===== src/hdl/updown_timer_params.svh =====
// Register map, field positions, reset values and counts of the up/down timer
// Function
// - Capture/compare control picks mode, fixed while counting; code accepts writes while counting too
// - Each input edge selectable rising, falling, both
// - Prescaler picks count clock or decode mode
// - Fourth decode mode ignores count/direction edge settings
// - Status is read-only, reports counter state
// - Period compare irq; variant B only counting up
// - Second compare irq; variant B only counting down
// - Stopped counter ignores capture triggers
// - Slot zero captures on trigger zero edge
// - Slot one captures on selected trigger edge
// - Count enable starts and stops counter
// - Kind bit up/down; variant bit A/B
`ifndef UPDOWN_TIMER_PARAMS_SVH
`define UPDOWN_TIMER_PARAMS_SVH
`define A_BASECLK 8'h00
`define A_UNITMODE 8'h04
`define A_TCTL 8'h08
`define A_CCCTL 8'h0C
`define A_EDGE 8'h10
`define A_PRESC 8'h14
`define A_STATUS 8'h18
`define A_CAPSRC 8'h1C
`define A_CMP0 8'h20
`define A_CMP1 8'h24
`define A_SLOT0 8'h28
`define A_SLOT1 8'h2C
`define A_COUNT 8'h30
`define F_CE 7
`define F_IVAL 0
`define F_CLR 1
`define F_RLD 3
`define F_KIND 0
`define F_VAR 1
`define RST_REG8 8'h00
`define RST_REG16 16'h0000
`define RST_EDGE 10'h000
`define DIV_BASE 4'h2
`define PRESC_MAX 3'h6
`endif


===== src/hdl/updown_timer_pkg.sv =====
// Types shared by the up/down timer channel
package updown_timer_pkg;
	typedef struct packed {
		logic ext_trigger_one;
		logic ext_trigger_zero;
		logic ext_clear_in;
		logic direction_in;
		logic count_pulse_in;
	} ext_pins_t;
	typedef struct packed {
		logic slot_one_irq;
		logic slot_zero_irq;
		logic second_match_irq;
		logic period_match_irq;
	} irq_t;
	typedef enum logic [1:0] {
		OP_GP  = 2'b00,
		OP_UDA = 2'b01,
		OP_UDB = 2'b11
	} op_mode_t;
endpackage


===== src/hdl/updown_timer_capture_compare.sv =====
// One up/down timer channel with compare and capture slots on APB
`timescale 1ns/100ps
`include "updown_timer_params.svh"
module updown_timer_capture_compare
	import updown_timer_pkg::*;
(
	input  wire logic        CLK,
	input  wire logic        RST,
	input  wire logic        PSEL,
	input  wire logic        PENABLE,
	input  wire logic        PWRITE,
	input  wire logic [7:0]  PADDR,
	input  wire logic [31:0] PWDATA,
	output logic      [31:0] PRDATA,
	output logic             PREADY,
	output logic             PSLVERR,
	input  wire ext_pins_t   PINS,
	output irq_t             IRQ
);
	logic [7:0]  base_clock_select_q;
	logic [7:0]  unit_mode_q;
	logic [7:0]  timer_control_q;
	logic [7:0]  capcmp_control_q;
	logic [9:0]  edge_select_q;
	logic [7:0]  prescaler_mode_q;
	logic [7:0]  capture_source_select_a_q;
	logic [15:0] period_compare_q;
	logic [15:0] second_compare_q;
	logic [15:0] slot0_q;
	logic [15:0] slot1_q;
	logic [15:0] cnt_q;
	logic [15:0] cnt_d;
	logic        ovf_q;
	logic        down_q;
	logic [9:0]  div_q;
	logic [4:0]  s1_q;
	logic [4:0]  s2_q;
	logic [4:0]  s3_q;
	logic [4:0]  lvl_q;
	logic [4:0]  lvlp_q;
	logic [4:0]  rise;
	logic [4:0]  fall;
	logic [4:0]  vedge;
	logic [4:0]  agree;
	logic [31:0] rd_data;
	logic        mapped;
	logic        setup;
	logic        wr;
	logic        ce;
	logic        step;
	logic        up;
	logic        tick;
	logic        m0;
	logic        m1;
	logic        ext_clr;
	logic        wrap;
	logic        cap0;
	logic        cap1;
	logic [3:0]  k;
	logic [9:0]  mask;
	logic [1:0]  clr_sel;
	op_mode_t    op;
	irq_t        irq_d;

	assign ce    = timer_control_q[`F_CE];
	assign setup = PSEL & ~PENABLE;
	assign wr    = PSEL & PENABLE & PWRITE & PREADY;
	assign m0    = (cnt_q == period_compare_q);
	assign m1    = (cnt_q == second_compare_q);
	assign clr_sel = timer_control_q[`F_CLR +: 2];

	// Mode decode; the forbidden kind/variant pair falls back to free timer
	always_comb
	begin
		case ({unit_mode_q[`F_VAR], unit_mode_q[`F_KIND]})
			2'b01:   op = OP_UDA;
			2'b11:   op = OP_UDB;
			default: op = OP_GP;
		endcase
	end

	// Pins pass three flops; a level counts once stages two and three agree
	always_ff @(posedge CLK)
	begin
		if (RST)
		begin
			s1_q   <= 5'h00;
			s2_q   <= 5'h00;
			s3_q   <= 5'h00;
			lvl_q  <= 5'h00;
			lvlp_q <= 5'h00;
		end
		else
		begin
			s1_q   <= PINS;
			s2_q   <= s1_q;
			s3_q   <= s2_q;
			lvl_q  <= (agree & s3_q) | (~agree & lvl_q);
			lvlp_q <= lvl_q;
		end
	end
	assign agree = ~(s2_q ^ s3_q);
	assign rise  = lvl_q & ~lvlp_q;
	assign fall  = ~lvl_q & lvlp_q;

	// Two edge-select bits per input: bit 0 rising, bit 1 falling
	genvar gi;
	generate
		for (gi = 0; gi < 5; gi++)
		begin : g_edge
			assign vedge[gi] = (edge_select_q[2*gi] & rise[gi])
				| (edge_select_q[2*gi+1] & fall[gi]);
		end
	endgenerate

	// Free divider; base clock is sysclk/4 or /8, prescaler adds /1../64
	always_ff @(posedge CLK)
	begin
		if (RST)
			div_q <= 10'h000;
		else
			div_q <= div_q + 10'h001;
	end
	always_comb
	begin
		k = `DIV_BASE + {3'h0, base_clock_select_q[0]};
		if (prescaler_mode_q[2:0] > `PRESC_MAX)
			k = k + {1'b0, `PRESC_MAX};
		else
			k = k + {1'b0, prescaler_mode_q[2:0]};
		mask = ~(10'h3FF << k);
		tick = ((div_q & mask) == mask);
	end

	// Count step and direction; decode mode picks how the pins combine
	always_comb
	begin
		step = 1'b0;
		up   = 1'b1;
		if (op == OP_GP)
			step = tick;
		else
		begin
			case (prescaler_mode_q[1:0])
				2'b00:
				begin
					step = vedge[0];
					up   = ~lvl_q[1];
				end
				2'b01:
				begin
					step = vedge[0] ^ vedge[1]; // both at once hold
					up   = vedge[0];
				end
				2'b10:
				begin
					step = vedge[0];
					up   = lvl_q[1];
				end
				2'b11:
				begin
					// Quadrature x4: an edge on one pin alone counts, edges on both at once hold, edge select unused
					step = (rise[0] | fall[0]) ^ (rise[1] | fall[1]);
					up   = (rise[0] | fall[0]) ? (lvl_q[0] != lvl_q[1])
						: (lvl_q[0] == lvl_q[1]);
				end
				default:
				begin
					step = 1'b0;
					up   = 1'b1;
				end
			endcase
		end
		step = step & ce;
	end

	// Next counter value: external clear first, then the mode's step rule
	always_comb
	begin
		ext_clr = ce & vedge[2] & (op == OP_UDA) & ~clr_sel[0];
		wrap    = 1'b0;
		cnt_d   = cnt_q;
		if (ext_clr)
			cnt_d = 16'h0000;
		else if (step)
		begin
			case (op)
				OP_UDA:
				begin
					if (up)
						cnt_d = (m0 & (clr_sel == 2'b01 || clr_sel == 2'b10))
							? 16'h0000 : cnt_q + 16'h0001;
					else if (timer_control_q[`F_RLD] && cnt_q == 16'h0000)
						cnt_d = period_compare_q;
					else
						cnt_d = cnt_q - 16'h0001;
				end
				OP_UDB:
				begin
					if (up)
						cnt_d = m0 ? 16'h0000 : cnt_q + 16'h0001;
					else
						cnt_d = m1 ? 16'h0000 : cnt_q - 16'h0001;
				end
				default:
				begin
					wrap  = (cnt_q == 16'hFFFF) & ~timer_control_q[`F_IVAL];
					cnt_d = (timer_control_q[`F_IVAL] & m0)
						? 16'h0000 : cnt_q + 16'h0001;
				end
			endcase
		end
	end

	// Counter; software may load it only while stopped
	always_ff @(posedge CLK)
	begin
		if (RST)
			cnt_q <= `RST_REG16;
		else if (wr && PADDR == `A_COUNT && !ce)
			cnt_q <= PWDATA[15:0];
		else
			cnt_q <= cnt_d;
	end

	// Status flags; a wrap in the clearing cycle keeps the flag set
	always_ff @(posedge CLK)
	begin
		if (RST)
		begin
			ovf_q  <= 1'b0;
			down_q <= 1'b0;
		end
		else
		begin
			ovf_q <= wrap | (ovf_q & ~(wr && PADDR == `A_TCTL && !PWDATA[`F_CE]));
			if (step)
				down_q <= ~up;
		end
	end

	// Captures only while counting; a stopped channel drops triggers
	assign cap0 = ce & ~capcmp_control_q[0] & vedge[3];
	assign cap1 = ce & ~capcmp_control_q[1]
		& (capture_source_select_a_q[0] ? vedge[4] : vedge[3]);

	// Match and capture events, one clock each
	always_comb
	begin
		irq_d.period_match_irq = step & m0 & (op != OP_UDB | up);
		irq_d.second_match_irq = step & m1 & (op != OP_UDB | ~up);
		irq_d.slot_zero_irq = cap0
			| (step & capcmp_control_q[0] & cnt_q == slot0_q);
		irq_d.slot_one_irq = cap1
			| (step & capcmp_control_q[1] & cnt_q == slot1_q);
	end
	always_ff @(posedge CLK)
	begin
		if (RST)
			IRQ <= '0;
		else
			IRQ <= irq_d;
	end

	// Slots: capture latches the counter; writes land only in compare mode
	always_ff @(posedge CLK)
	begin
		if (RST)
		begin
			slot0_q <= `RST_REG16;
			slot1_q <= `RST_REG16;
		end
		else
		begin
			if (cap0)
				slot0_q <= cnt_q;
			else if (wr && PADDR == `A_SLOT0 && capcmp_control_q[0])
				slot0_q <= PWDATA[15:0];
			if (cap1)
				slot1_q <= cnt_q;
			else if (wr && PADDR == `A_SLOT1 && capcmp_control_q[1])
				slot1_q <= PWDATA[15:0];
		end
	end

	// Control registers; status has no write path
	always_ff @(posedge CLK)
	begin
		if (RST)
		begin
			base_clock_select_q       <= `RST_REG8;
			unit_mode_q               <= `RST_REG8;
			timer_control_q           <= `RST_REG8;
			capcmp_control_q          <= `RST_REG8;
			edge_select_q             <= `RST_EDGE;
			prescaler_mode_q          <= `RST_REG8;
			capture_source_select_a_q <= `RST_REG8;
			period_compare_q          <= `RST_REG16;
			second_compare_q          <= `RST_REG16;
		end
		else if (wr)
		begin
			case (PADDR)
				`A_BASECLK:  base_clock_select_q <= PWDATA[7:0];
				`A_UNITMODE: unit_mode_q <= PWDATA[7:0];
				`A_TCTL:     timer_control_q <= PWDATA[7:0];
				`A_CCCTL:    capcmp_control_q <= PWDATA[7:0];
				`A_EDGE:     edge_select_q <= PWDATA[9:0];
				`A_PRESC:    prescaler_mode_q <= PWDATA[7:0];
				`A_CAPSRC:   capture_source_select_a_q <= PWDATA[7:0];
				`A_CMP0:     period_compare_q <= PWDATA[15:0];
				`A_CMP1:     second_compare_q <= PWDATA[15:0];
				default:     ;
			endcase
		end
	end

	// Read mux and address decode
	always_comb
	begin
		mapped  = 1'b1;
		rd_data = 32'h0000_0000;
		case (PADDR)
			`A_BASECLK:  rd_data[7:0] = base_clock_select_q;
			`A_UNITMODE: rd_data[7:0] = unit_mode_q;
			`A_TCTL:     rd_data[7:0] = timer_control_q;
			`A_CCCTL:    rd_data[7:0] = capcmp_control_q;
			`A_EDGE:     rd_data[9:0] = edge_select_q;
			`A_PRESC:    rd_data[7:0] = prescaler_mode_q;
			`A_STATUS:   rd_data[2:0] = {ce, down_q, ovf_q};
			`A_CAPSRC:   rd_data[7:0] = capture_source_select_a_q;
			`A_CMP0:     rd_data[15:0] = period_compare_q;
			`A_CMP1:     rd_data[15:0] = second_compare_q;
			`A_SLOT0:    rd_data[15:0] = slot0_q;
			`A_SLOT1:    rd_data[15:0] = slot1_q;
			`A_COUNT:    rd_data[15:0] = cnt_q;
			default:     mapped = 1'b0;
		endcase
	end

	// No wait state: answer is prepared in setup, ready in the first access cycle
	always_ff @(posedge CLK)
	begin
		if (RST)
		begin
			PREADY  <= 1'b0;
			PRDATA  <= 32'h0000_0000;
			PSLVERR <= 1'b0;
		end
		else
		begin
			PREADY  <= setup;
			PSLVERR <= setup & ~mapped;
			if (setup && !PWRITE)
				PRDATA <= rd_data;
		end
	end
endmodule


===== config.mk =====
export PLATFORM = sky130hd
export DESIGN_NAME = updown_timer_capture_compare
export DESIGN_NICKNAME = d
export VERILOG_FILES = /design/src/hdl/updown_timer_pkg.sv /design/src/hdl/updown_timer_capture_compare.sv
export VERILOG_INCLUDE_DIRS = /design/src /design/src/hdl
export SDC_FILE = /design/constraint.sdc
export NUM_CORES = 1
export LEC_CHECK = 0
export ABC_AREA = 1
export BUFFER_PORTS_ARGS = -buffer_cell sky130_fd_sc_hd__buf_2
export CAP_MARGIN = 20
export CORE_MARGIN = 2
export CORE_UTILIZATION = 41
export DETAILED_ROUTE_END_ITERATION = 10
export PLACE_DENSITY_LB_ADDON = 0.1
export RECOVER_POWER = 50
export SYNTH_ARGS = -nofsm -noshare
export SYNTH_HDL_FRONTEND = slang
export SYNTH_SLANG_ARGS = --single-unit

===== constraint.sdc =====
create_clock -name CLK -period 4.04 [get_ports CLK]
set_input_delay 0.404 -clock CLK [delete_from_list [all_inputs] [get_ports CLK]]
set_output_delay 0.404 -clock CLK [all_outputs]
set_load 0.005 [all_outputs]

==> results of run 1 <==
[synthesized netlist by cell type (3+ instances only)]
cell type,instances
a211oi_1,4
a21oi_1,181
a221oi_1,13
a31oi_1,17
buf_2,25
buf_4,29
buf_6,4
clkbuf_1,54
dfxtp_1,197
ha_1,10
inv_1,198
inv_2,16
nand2_1,430
nand2_2,3
nand3_1,103
nand3_2,4
nand4_1,23
nor2_1,231
nor2_2,10
nor3_1,15
nor4_1,6
o2111ai_1,3
o21ai_0,156
o21ai_1,13
o22ai_1,49
xor2_1,32
[per-layer routing]
metal / GRT usage / wire (um) / vias to the layer above
met3: 0.0402 / 2820 / 78
met1: 0.408 / 19900 / 5664
met4: 0.0858 / 1150 / 0
met5: 0 / 0 / -
li1: - / - / 6000
met2: 0.452 / 19200 / 450
[through the flow]
| step | power [W] | worst slack (ns) | utilization | instances | hold WS [ns] |
|---|---|---|---|---|---|
| global route | 0.00407 | 0.794 | 0.453 | 2239 | 0.148 |
| detailed placement | 0.00217 | 1.20 | 0.432 | 2207 | 0.398 |
| CTS | 0.00397 | 1.17 | 0.454 | 2239 | 0.137 |
| floorplan | 0.00210 | 1.92 | - | 1864 | 0.388 |
| finish | 0.00396 | 1.10 | 0.453 | 2239 | 0.140 |
| global placement | 0.00216 | 1.23 | 0.432 | 2207 | 0.390 |
[registers in the layout, indices dropped and copies added, names as in the netlist, 10 cells and up, named ones only]
name,count
second_compare_q,16
period_compare_q,16
slot0_q,16
div_q,10
slot1_q,16
cnt_q,16
edge_select_q,10
PRDATA,16
[layout make-up]
type                    count  area (um^2)  share of cell area
clock inverters            15          199              0.0157
repair buffers             79          427              0.0337
well taps                 378          473              0.0374
inverters                 218          825              0.0652
clock buffers              17          425              0.0336
multi-input cells        1335         6360               0.503
flip-flops and latches    197         3940               0.312
[worst reg2reg max path, stage by stage, from the launching register on]
cell and delay [ns]:
dfxtp_1 0.39, inv_1 0.09, ha_1 0.34, nand3_1 0.10
nand3_1 0.08, nand2_1 0.24, nand2_2 0.48, nor2_4 0.55
nand3_1 0.12, nand3_1 0.10, nor2_1 0.05, nor2_1 0.18
nor2_1 0.06, nor2_1 0.07
[power groups by stage]
stage	Combinational (W)	Sequential (W)	Clock, W
final	0.000160	0.00196	0.00184
after global routing	0.000178	0.00196	0.00193
after CTS	0.000160	0.00196	0.00185
after detailed placement	0.000159	0.00201	0
after global placement	0.000158	0.00201	0
after floorplan	0.000100	0.00200	0
[cell families (layout without fill, tap and decap cells)]
logic type,after synthesis,count (layout),share of synthesized area
AO/OA/AOI/OAI,444,444,0.208
XOR/XNOR,34,34,0.0255
adder cells (fa/ha/maj),10,10,0.0107
buffers and inverters,332,329,0.122
flip-flops,197,197,0.338
other,1,16,0.000321
AND/OR/NAND/NOR,831,831,0.296
[worst paths after layout]
| path | from | endpoint | slack (ns) |
|---|---|---|---|
| worst max-delay path | register | cnt_q[8] | 1.10 |
| worst min-delay path | PINS[4] | s1_q[4] | 0.14 |
| worst min register to register | s1_q[3] | s2_q[3] | 0.41 |
| worst max register to register | register | cnt_q[8] | 1.10 |
==> impl_metrics.py, run 1 <==
metrics = {
    "timing": {
        "slew_violations": 88,
        "clock.fmax_ghz": 0.341,
        "finClkSkew_ns": 0.0206,
        "hold_violations": 0,
        "max_slew.worst_pin.slew_ns": 2.06,
        "maxSlewHeadroom": -0.371,
        "period_share": 0.727,
        "fin_setup_tns_ns": 0,
        "fin_crit_ns": 2.94,
        "setup_viol": 0,
        "rsz0062_at_grt": "false",
    },
    "global_route": {
        "grt-ovfl-total": 0,
        "grt_use_total": 0.287,
        "antenna_found_initial": 0,
        "grt_pass1_wl_mm": 67.1,
        "grt_pass1_vias": 11027,
        "grt_max_degree": 67,
    },
    "synth": {
        "syn_inst": 1849,
        "synth_enable_flop_cells": 0,
        "avgSynthCellArea_um2": 6.31,
        "synth-seq-cells": 197,
        "ys_types": 42,
        "yosysTopAreaCellShare": 0.338,
        "ys_warn_count": 0,
        "ys_async_sr_fraction": 0,
        "ys_seq_area_frac": 0.338,
        "syn-cell-area_um2": 11700,
        "synth_top_flop_cell": "dfxtp_1",
        "synthTopCellsByArea": "dfxtp_1, nand2_1, a21oi_1",
        "synth_top_cell_by_area": "dfxtp_1",
    },
    "run": {
        "drv_cap": 2,
    },
    "pwr": {
        "power_frac_seq": 0.496,
        "p_int_w": 0.00285,
        "p_sw_w": 0.00110,
        "vdd_drop_max_mv": 0.289,
        "power_density_nw_per_um2": 313,
        "swShare": 0.279,
        "p_leak_nw": 5.21,
        "pwr-share-clk": 0.464,
        "combinationalPowerShare": 0.040,
    },
    "place": {
        "port_buffers": 55,
        "place_congestion": 0.959,
        "placed_cell_area_um2": 12100,
        "hpwl_mm": 31.1,
    },
    "critical_path": {
        "crit_arrival_ns": 3.33,
        "critPathBufInv": 1,
        "cp-end-kind": "register",
        "crit_family": "simple AND/OR/NAND/NOR gates",
        "cp_slowest_stage_delay_ns": 0.54,
        "worstPathRequired_ns": 4.43,
        "crit_path_start_kind": "register",
        "cp_cell_sequence": "inv_1 > ha_1 > nand3_1 > nand3_1 > nand2_1 > nand2_2 > nor2_4 > nand3_1 > nand3_1 > nor2_1 > nor2_1 > nor2_1 > nor2_1",
        "path_depth": 13,
        "worstRegToRegCells": 13,
        "critical_path_class": "register to register",
        "crit_slowest_cell": "nor2_4",
        "cp_max_fo": 30,
    },
    "final_layout": {
        "final_common_cell": "nand2_1",
        "n_fill_cell": 3070,
        "diodes": 0,
        "area_growth_pct": 8.43,
        "layout.cell_area.non_filler_um2": 12700,
        "nets": 1908,
        "final_cell_mix": "nand2_1, nor2_1, dfxtp_1, inv_1, a21oi_1",
        "drive_above_1_share": 0.0758,
    },
    "run_status": {
        "violations": "max-capacitance violations, max-slew violations",
        "status": "complete, but fails checks",
    },
    "clock_network": {
        "cts.sink_count": 197,
        "cts_buffers": 17,
        "clkTransAtPathRegs_ns": 0.10,
        "tritoncts": "yes",
        "cts-root-buf": "clkbuf_16",
        "cts_buffer_depth": 2,
        "htree_levels": 4,
        "cts_hold_buffers": 0,
        "insertion_delay_ns": 0.46,
        "cts_setup_buffers": 0,
        "ctsResizeCount": 0,
    },
    "routing": {
        "drt_iter0_markers": 1153,
        "via_per_inst": 5.45,
        "firstDrtPassIters": 6,
        "wire_per_inst_um": 19.2,
        "wl_mm": 43.1,
        "via_count": 12192,
        "drtAntennaViolNets": 0,
        "drcViolationCount": 0,
    },
    "die": {
        "core-area_um2": 27900,
        "num_rows": 61,
        "die_area_um2": 29800,
        "pin_count": 88,
        "start_util": 0.418,
        "die_w_um": 173,
        "fp.dieH_um": 173,
    },
    "worst_hold_path": {
        "hp-class": "primary input to register",
        "hold_depth": 3,
    },
}
No activity file was read; power rests on OpenSTA's default activity.
==> inputs of run 2 (changes only) <==
--- a/config.mk
+++ b/config.mk
@@ -6,7 +6,7 @@
 export SDC_FILE = /design/constraint.sdc
 export NUM_CORES = 1
 export LEC_CHECK = 0
-export ABC_AREA = 1
+export ABC_AREA = 0
 export BUFFER_PORTS_ARGS = -buffer_cell sky130_fd_sc_hd__buf_2
 export CAP_MARGIN = 20
 export CORE_MARGIN = 2
==> constraint.sdc (replaced) <==
create_clock -name CLK -period 2.4 [get_ports CLK]
set_input_delay 0.24 -clock CLK [delete_from_list [all_inputs] [get_ports CLK]]
set_output_delay 0.24 -clock CLK [all_outputs]
set_load 0.005 [all_outputs]
==> run 2 against run 1 <==
Net effect:
- clock power up 76%
- global-route usage down 1.4 points
- synthesized cell count down 27%
- final area up 9.7%
- critical path depth down 3
- hold slack worse by 0.13 ns
- combinational power up 80%
- count of clock-buffer cells in the layout up 1
- via count down 11%
- critical path type unchanged
- die area down 4.7%
- the run ends with negative setup slack left
- maximum frequency up 20%
==> impl_metrics.py, run 2 <==
metrics = {
    "clock_network": {
        "cts_buffer_depth": 2,
        "cts-root-buf": "clkbuf_16",
        "tritoncts": "yes",
        "insertion_delay_ns": 0.45,
        "cts_buffers": 17,
        "clkTransAtPathRegs_ns": 0.08,
        "cts.sink_count": 197,
        "htree_levels": 4,
    },
    "synth": {
        "synth_enable_flop_cells": 0,
        "ys_types": 92,
        "ys_seq_area_frac": 0.355,
        "synth_top_flop_cell": "dfxtp_1",
        "ys_async_sr_fraction": 0,
        "yosysTopAreaCellShare": 0.355,
        "synth.most_common_cell": "dfxtp_1",
        "syn_inst": 1359,
        "synth_top_cell_by_area": "dfxtp_1",
        "syn-cell-area_um2": 11100,
        "avgSynthCellArea_um2": 8.17,
        "synth-seq-cells": 197,
        "yosys-top-cells-count": "dfxtp_1, nand2_1, a21oi_1",
        "synthTopCellsByArea": "dfxtp_1, nand2_1, xnor2_1",
        "ys_warn_count": 0,
    },
    "timing": {
        "slew_violations": 0,
        "worst_slack_ns": -0.0509,
        "period_share": 1.02,
        "timing.hold.ws_ns": 0.00790,
        "fin_crit_ns": 2.45,
        "setup_viol": 8,
        "maxSlewHeadroom": 0.270,
        "finClkSkew_ns": 0.0182,
        "rsz0062_at_grt": "true",
        "clock.fmax_ghz": 0.408,
        "hold_violations": 0,
        "max_slew.worst_pin.slew_ns": 1.09,
    },
    "run": {
        "drv_cap": 0,
    },
    "routing": {
        "wl_mm": 40.1,
        "via_per_inst": 5.85,
        "drt_iter0_markers": 1138,
        "via_count": 10907,
        "drcViolationCount": 0,
        "wire_per_inst_um": 21.5,
        "drtAntennaViolNets": 0,
        "firstDrtPassIters": 6,
    },
    "global_route": {
        "gr-max-usage-layer": "met2",
        "grt_max_degree": 97,
        "grt_pass1_wl_mm": 59.5,
        "grt_use_met1": 0.382,
        "grt-ovfl-total": 0,
        "grt_use_met2": 0.441,
        "antenna_found_initial": 0,
        "grt_pass1_vias": 9998,
        "gr-usage-met3": 0.0353,
        "grt_use_total": 0.273,
    },
    "final_layout": {
        "final_common_cell": "dfxtp_1",
        "final_cell_mix": "dfxtp_1, nand2_1, buf_4",
        "nets": 1571,
        "drive_above_1_share": 0.234,
        "final_core_util": 0.518,
        "area_growth_pct": 24.9,
        "diodes": 0,
    },
    "critical_path": {
        "cp-end-kind": "register",
        "crit_arrival_ns": 2.80,
        "critical_path_class": "register to register",
        "crit_path_start_kind": "register",
        "worstPathRequired_ns": 2.75,
        "cp_max_fo": 7,
    },
    "worst_hold_path": {
        "hp-class": "primary input to register",
    },
    "die": {
        "pin_count": 88,
        "die_area_um2": 28400,
        "die_w_um": 169,
        "start_util": 0.415,
        "fp.dieH_um": 169,
        "core-area_um2": 26800,
        "num_rows": 60,
    },
    "run_status": {
        "status": "complete, but fails checks",
        "violations": "negative setup slack",
    },
    "pwr": {
        "power_density_nw_per_um2": 493,
        "vdd_drop_max_mv": 0.478,
        "p_leak_nw": 5.12,
    },
    "place": {
        "place_congestion": 0.883,
        "hpwl_mm": 28.8,
        "port_buffers": 55,
    },
}
-- run 2: changes by cell type after synthesis, moves of 16 or more --
cell | previous run | this run
nor2_1 | 231 | 105
a22oi_1 | 0 | 37
mux2i_1 | 0 | 43
o22ai_1 | 49 | 3
nor2b_1 | 0 | 24
a21oi_1 | 181 | 114
inv_1 | 198 | 13
o21ai_0 | 156 | 28
nand2_1 | 430 | 168
a211oi_1 | 4 | 47
inv_2 | 16 | 0
xnor2_1 | 2 | 68
-- run 2: worst paths after layout --
check                 startpoint       end  slack, ns  depth (start not counted)
max reg2reg  prescaler_mode_q[0]  cnt_q[3]      -0.05                         10
max          prescaler_mode_q[0]  cnt_q[3]      -0.05                         10
min                      PINS[3]   s1_q[3]      0.008                          2
min reg2reg              s1_q[4]   s2_q[4]       0.44                          1
-- run 2: cells by family (layout without fill, tap and decap cells) --
kind of cell    Yosys count  after routing  synth area share
other cells               1             16          0.000338
simple gates            516            516             0.227
flops                   197            197             0.355
fa+ha+maj                10             10            0.0113
xor+xnor                 99             99            0.0780
mux                      44             44            0.0398
buf+inv                 143            293            0.0605
compound gates          349            349             0.228
-- run 2: final cells by class --
class | count | area [um^2]
tap | 341 | 427
fill | 2611 | 12900
inverter | 14 | 52.6
multi-input combinational | 1034 | 6890
clock buffer | 18 | 429
sequential | 197 | 3960
clock inverter | 14 | 239
timing repair buffer | 247 | 1880
-- run 2: timing repair --
action | in CTS | in global routing
endpoints found under the hold margin | 3 | 0
hold buffers | 3 | 0
pin swaps | 7 | 19
setup endpoints to repair | 19 | 17
setup buffers | 3 | 7
gates cloned | 0 | 1
resized for setup | 22 | 41
-- run 2: routing by layer --
metal / wire [um] / part of all wire
met2: 18600 / 0.46
met5: 0 / 0
met1: 18100 / 0.45
met3: 2350 / 0.059
met4: 964 / 0.024
-- run 2: critical path, cell delays in order, from the launching register on --
cell and delay [ns]:
dfxtp_4 0.36, ha_4 0.13, inv_2 0.04, ha_4 0.18
nor4b_2 0.25, nor3_1 0.09, nor4_2 0.29, and3_4 0.27
a21oi_2 0.07, or4_4 0.48, o32ai_2 0.19
-- run 2: where the power goes --
part	internal, W	leakage (nW)	total, W	switching, W
combinational	0.0000891	3.20	0.000288	0.000199
clock	0.00172	0.319	0.00324	0.00152
sequential	0.00329	1.59	0.00331	0.0000154
-- run 2: per-stage QoR --
stage                     setup WS (ns)  instances  total power, W  cell area (um^2)  setup TNS (ns)
after floorplan                 -0.0156       1374         0.00355             11200         -0.0156
after detailed placement         -0.174       1819         0.00366             12800           -1.11
after global routing             -0.161       1865         0.00703             13900           -2.52
after global placement          -0.0623       1819         0.00366             12800          -0.533
after CTS                       -0.0414       1857         0.00688             13700          -0.140
final                           -0.0509       1865         0.00683             13900          -0.189
==> inputs of run 3 (changes only) <==
--- a/config.mk
+++ b/config.mk
@@ -7,6 +7,7 @@
 export NUM_CORES = 1
 export LEC_CHECK = 0
 export ABC_AREA = 0
+export ABC_CLOCK_PERIOD_IN_PS = 2400
 export BUFFER_PORTS_ARGS = -buffer_cell sky130_fd_sc_hd__buf_2
 export CAP_MARGIN = 20
 export CORE_MARGIN = 2
@@ -14,6 +15,7 @@
 export DETAILED_ROUTE_END_ITERATION = 10
 export PLACE_DENSITY_LB_ADDON = 0.1
 export RECOVER_POWER = 50
+export SETUP_SLACK_MARGIN = 0.1
 export SYNTH_ARGS = -nofsm -noshare
 export SYNTH_HDL_FRONTEND = slang
 export SYNTH_SLANG_ARGS = --single-unit
==> run 3 against run 2 <==
Net effect:
- the run still ends with negative setup slack left
- sequential share of layout area up 0.24 points
- final area down 0.84%
- clock skew up 0.0034 ns
- critical path type unchanged
- highest routed layer unchanged
==> impl_metrics.py, run 3 (same netlist as run 2, synthesis figures left out) <==
metrics = {
    "run_status": {
        "status": "complete, but fails checks",
        "violations": "negative setup slack",
    },
    "clock_network": {
        "cts-root-buf": "clkbuf_16",
        "clkTransAtPathRegs_ns": 0.08,
        "tritoncts": "yes",
        "cts_buffers": 17,
        "cts.sink_count": 197,
        "cts_buffer_depth": 2,
        "insertion_delay_ns": 0.46,
        "htree_levels": 4,
    },
    "pwr": {
        "power_frac_seq": 0.484,
        "p_sw_w": 0.00183,
        "p_leak_nw": 5.08,
        "combinationalPowerShare": 0.042,
        "swShare": 0.268,
        "power_density_nw_per_um2": 496,
        "pwr-share-clk": 0.473,
        "p_int_w": 0.00499,
        "vdd_drop_max_mv": 0.461,
    },
    "die": {
        "core-area_um2": 26800,
        "num_rows": 60,
        "start_util": 0.415,
        "die_w_um": 169,
        "pin_count": 88,
        "fp.dieH_um": 169,
        "die_area_um2": 28400,
    },
    "critical_path": {
        "crit_path_start_kind": "register",
        "cp_slowest_stage_delay_ns": 0.52,
        "crit_arrival_ns": 2.77,
        "cp_cell_sequence": "xnor2_2 > nand4_1 > nor4_4 > buf_12 > o31ai_1 > or4_1 > a32oi_2 > o32ai_2",
        "cp-end-kind": "register",
        "cp_max_fo": 13,
        "crit_slowest_cell": "or4_1",
        "worstPathRequired_ns": 2.72,
        "critical_path_class": "register to register",
    },
    "place": {
        "place_inst": 1820,
        "port_buffers": 55,
        "place_congestion": 0.911,
        "placed_cell_area_um2": 12800,
        "hpwl_mm": 28.6,
    },
    "timing": {
        "fin_crit_ns": 2.44,
        "fin_setup_tns_ns": -0.126,
        "hold_violations": 0,
        "rsz0062_at_grt": "true",
        "finClkSkew_ns": 0.0216,
        "worst_slack_ns": -0.0437,
        "period_share": 1.02,
        "max_slew.worst_pin.slew_ns": 0.970,
        "setup_viol": 9,
        "maxSlewHeadroom": 0.353,
        "clock.fmax_ghz": 0.409,
        "slew_violations": 0,
    },
    "final_layout": {
        "n_fill_cell": 2597,
        "layout.cell_area.non_filler_um2": 13800,
        "final_core_util": 0.513,
        "final_common_cell": "dfxtp_1",
        "final_cells": 1866,
        "multi_input_area_um2": 6800,
        "diodes": 0,
        "area_growth_pct": 23.8,
        "drive_above_1_share": 0.219,
        "final_cell_mix": "dfxtp_1, nand2_1, buf_4",
        "ff_latch_area_um2": 3960,
        "nets": 1572,
    },
    "run": {
        "drv_cap": 0,
    },
    "routing": {
        "drcViolationCount": 0,
        "drtAntennaViolNets": 0,
        "wire_per_inst_um": 21.7,
        "via_count": 11127,
        "wl_mm": 40.4,
        "via_per_inst": 5.96,
        "firstDrtPassIters": 8,
        "drt_iter0_markers": 1171,
    },
    "global_route": {
        "grt_max_degree": 97,
        "antenna_found_initial": 0,
        "grt-ovfl-total": 0,
        "grt_use_total": 0.286,
        "grt_pass1_wl_mm": 62.2,
        "grt_pass1_vias": 10377,
    },
    "worst_hold_path": {
        "hp-class": "primary input to register",
    },
}
-- run 3: cell types whose count changed in the layout (fill, tap and decap cells not counted), sizes merged --
| cell | delta |
|---|---|
| clkbuf | +8 |
| buf | -8 |
| inv | +5 |
| bufinv | -2 |
| dlygate4sd3 | +1 |
| clkinv | -3 |
-- run 3: cell type report --
class	count	share of cell area
multi-input combinational	1034	0.494
sequential	197	0.287
timing repair buffer	248	0.136
clock buffer	18	0.0327
tap	341	0.0310
clock inverter	14	0.0152
inverter	14	0.00382
-- run 3: worst max-delay path: cells and delay by family (launching register included) --
family,cells,cell delay (ns)
compound gates,3,0.39
xor+xnor,1,0.18
flops,1,0.47
simple gates,3,1.08
buf+inv,1,0.19
-- run 3: timing repair --
action	CTS	global route
setup endpoints to repair	21	44
pin swaps	10	11
gates resized for setup	34	14
buffers inserted	8	1
gates cloned	1	0
hold endpoints to repair	4	0
hold buffers	4	0
-- run 3: path summary, 6_finish.rpt --
path              startpoint        to  slack (ns)  cells past startpoint
setup / recovery    cnt_q[6]  cnt_q[3]       -0.04                      8
hold / removal       PINS[2]   s1_q[2]      0.0001                      2
setup reg to reg    cnt_q[6]  cnt_q[3]       -0.04                      8
hold reg to reg      s1_q[4]   s2_q[4]        0.45                      1
-- run 3: power groups by stage --
stage | registers (W) | clock network, W | logic (W)
after CTS | 0.00331 | 0.00326 | 0.000287
after global placement | 0.00338 | 0 | 0.000279
after detailed placement | 0.00338 | 0 | 0.000279
after global routing | 0.00331 | 0.00340 | 0.000313
after floorplan | 0.00338 | 0 | 0.000170
final | 0.00331 | 0.00323 | 0.000288
-- run 3: per-stage QoR --
step / setup WS [ns] / total power (W) / hold slack (ns)
CTS: -0.0208 / 0.00685 / 0.00283
global route: -0.161 / 0.00702 / 0.00945
finish: -0.0437 / 0.00682 / 0.000117
detailed placement: -0.119 / 0.00366 / 0.432
floorplan: -0.000990 / 0.00355 / 0.368
global placement: -0.0810 / 0.00366 / 0.422
-- run 3: metal layers --
layer / track usage / vias to the layer above / part of all wire
li1: - / 5204 / -
met1: 0.387 / 5380 / 0.44
met2: 0.443 / 436 / 0.45
met3: 0.0587 / 107 / 0.072
met4: 0.121 / 0 / 0.042
met5: 0 / - / 0
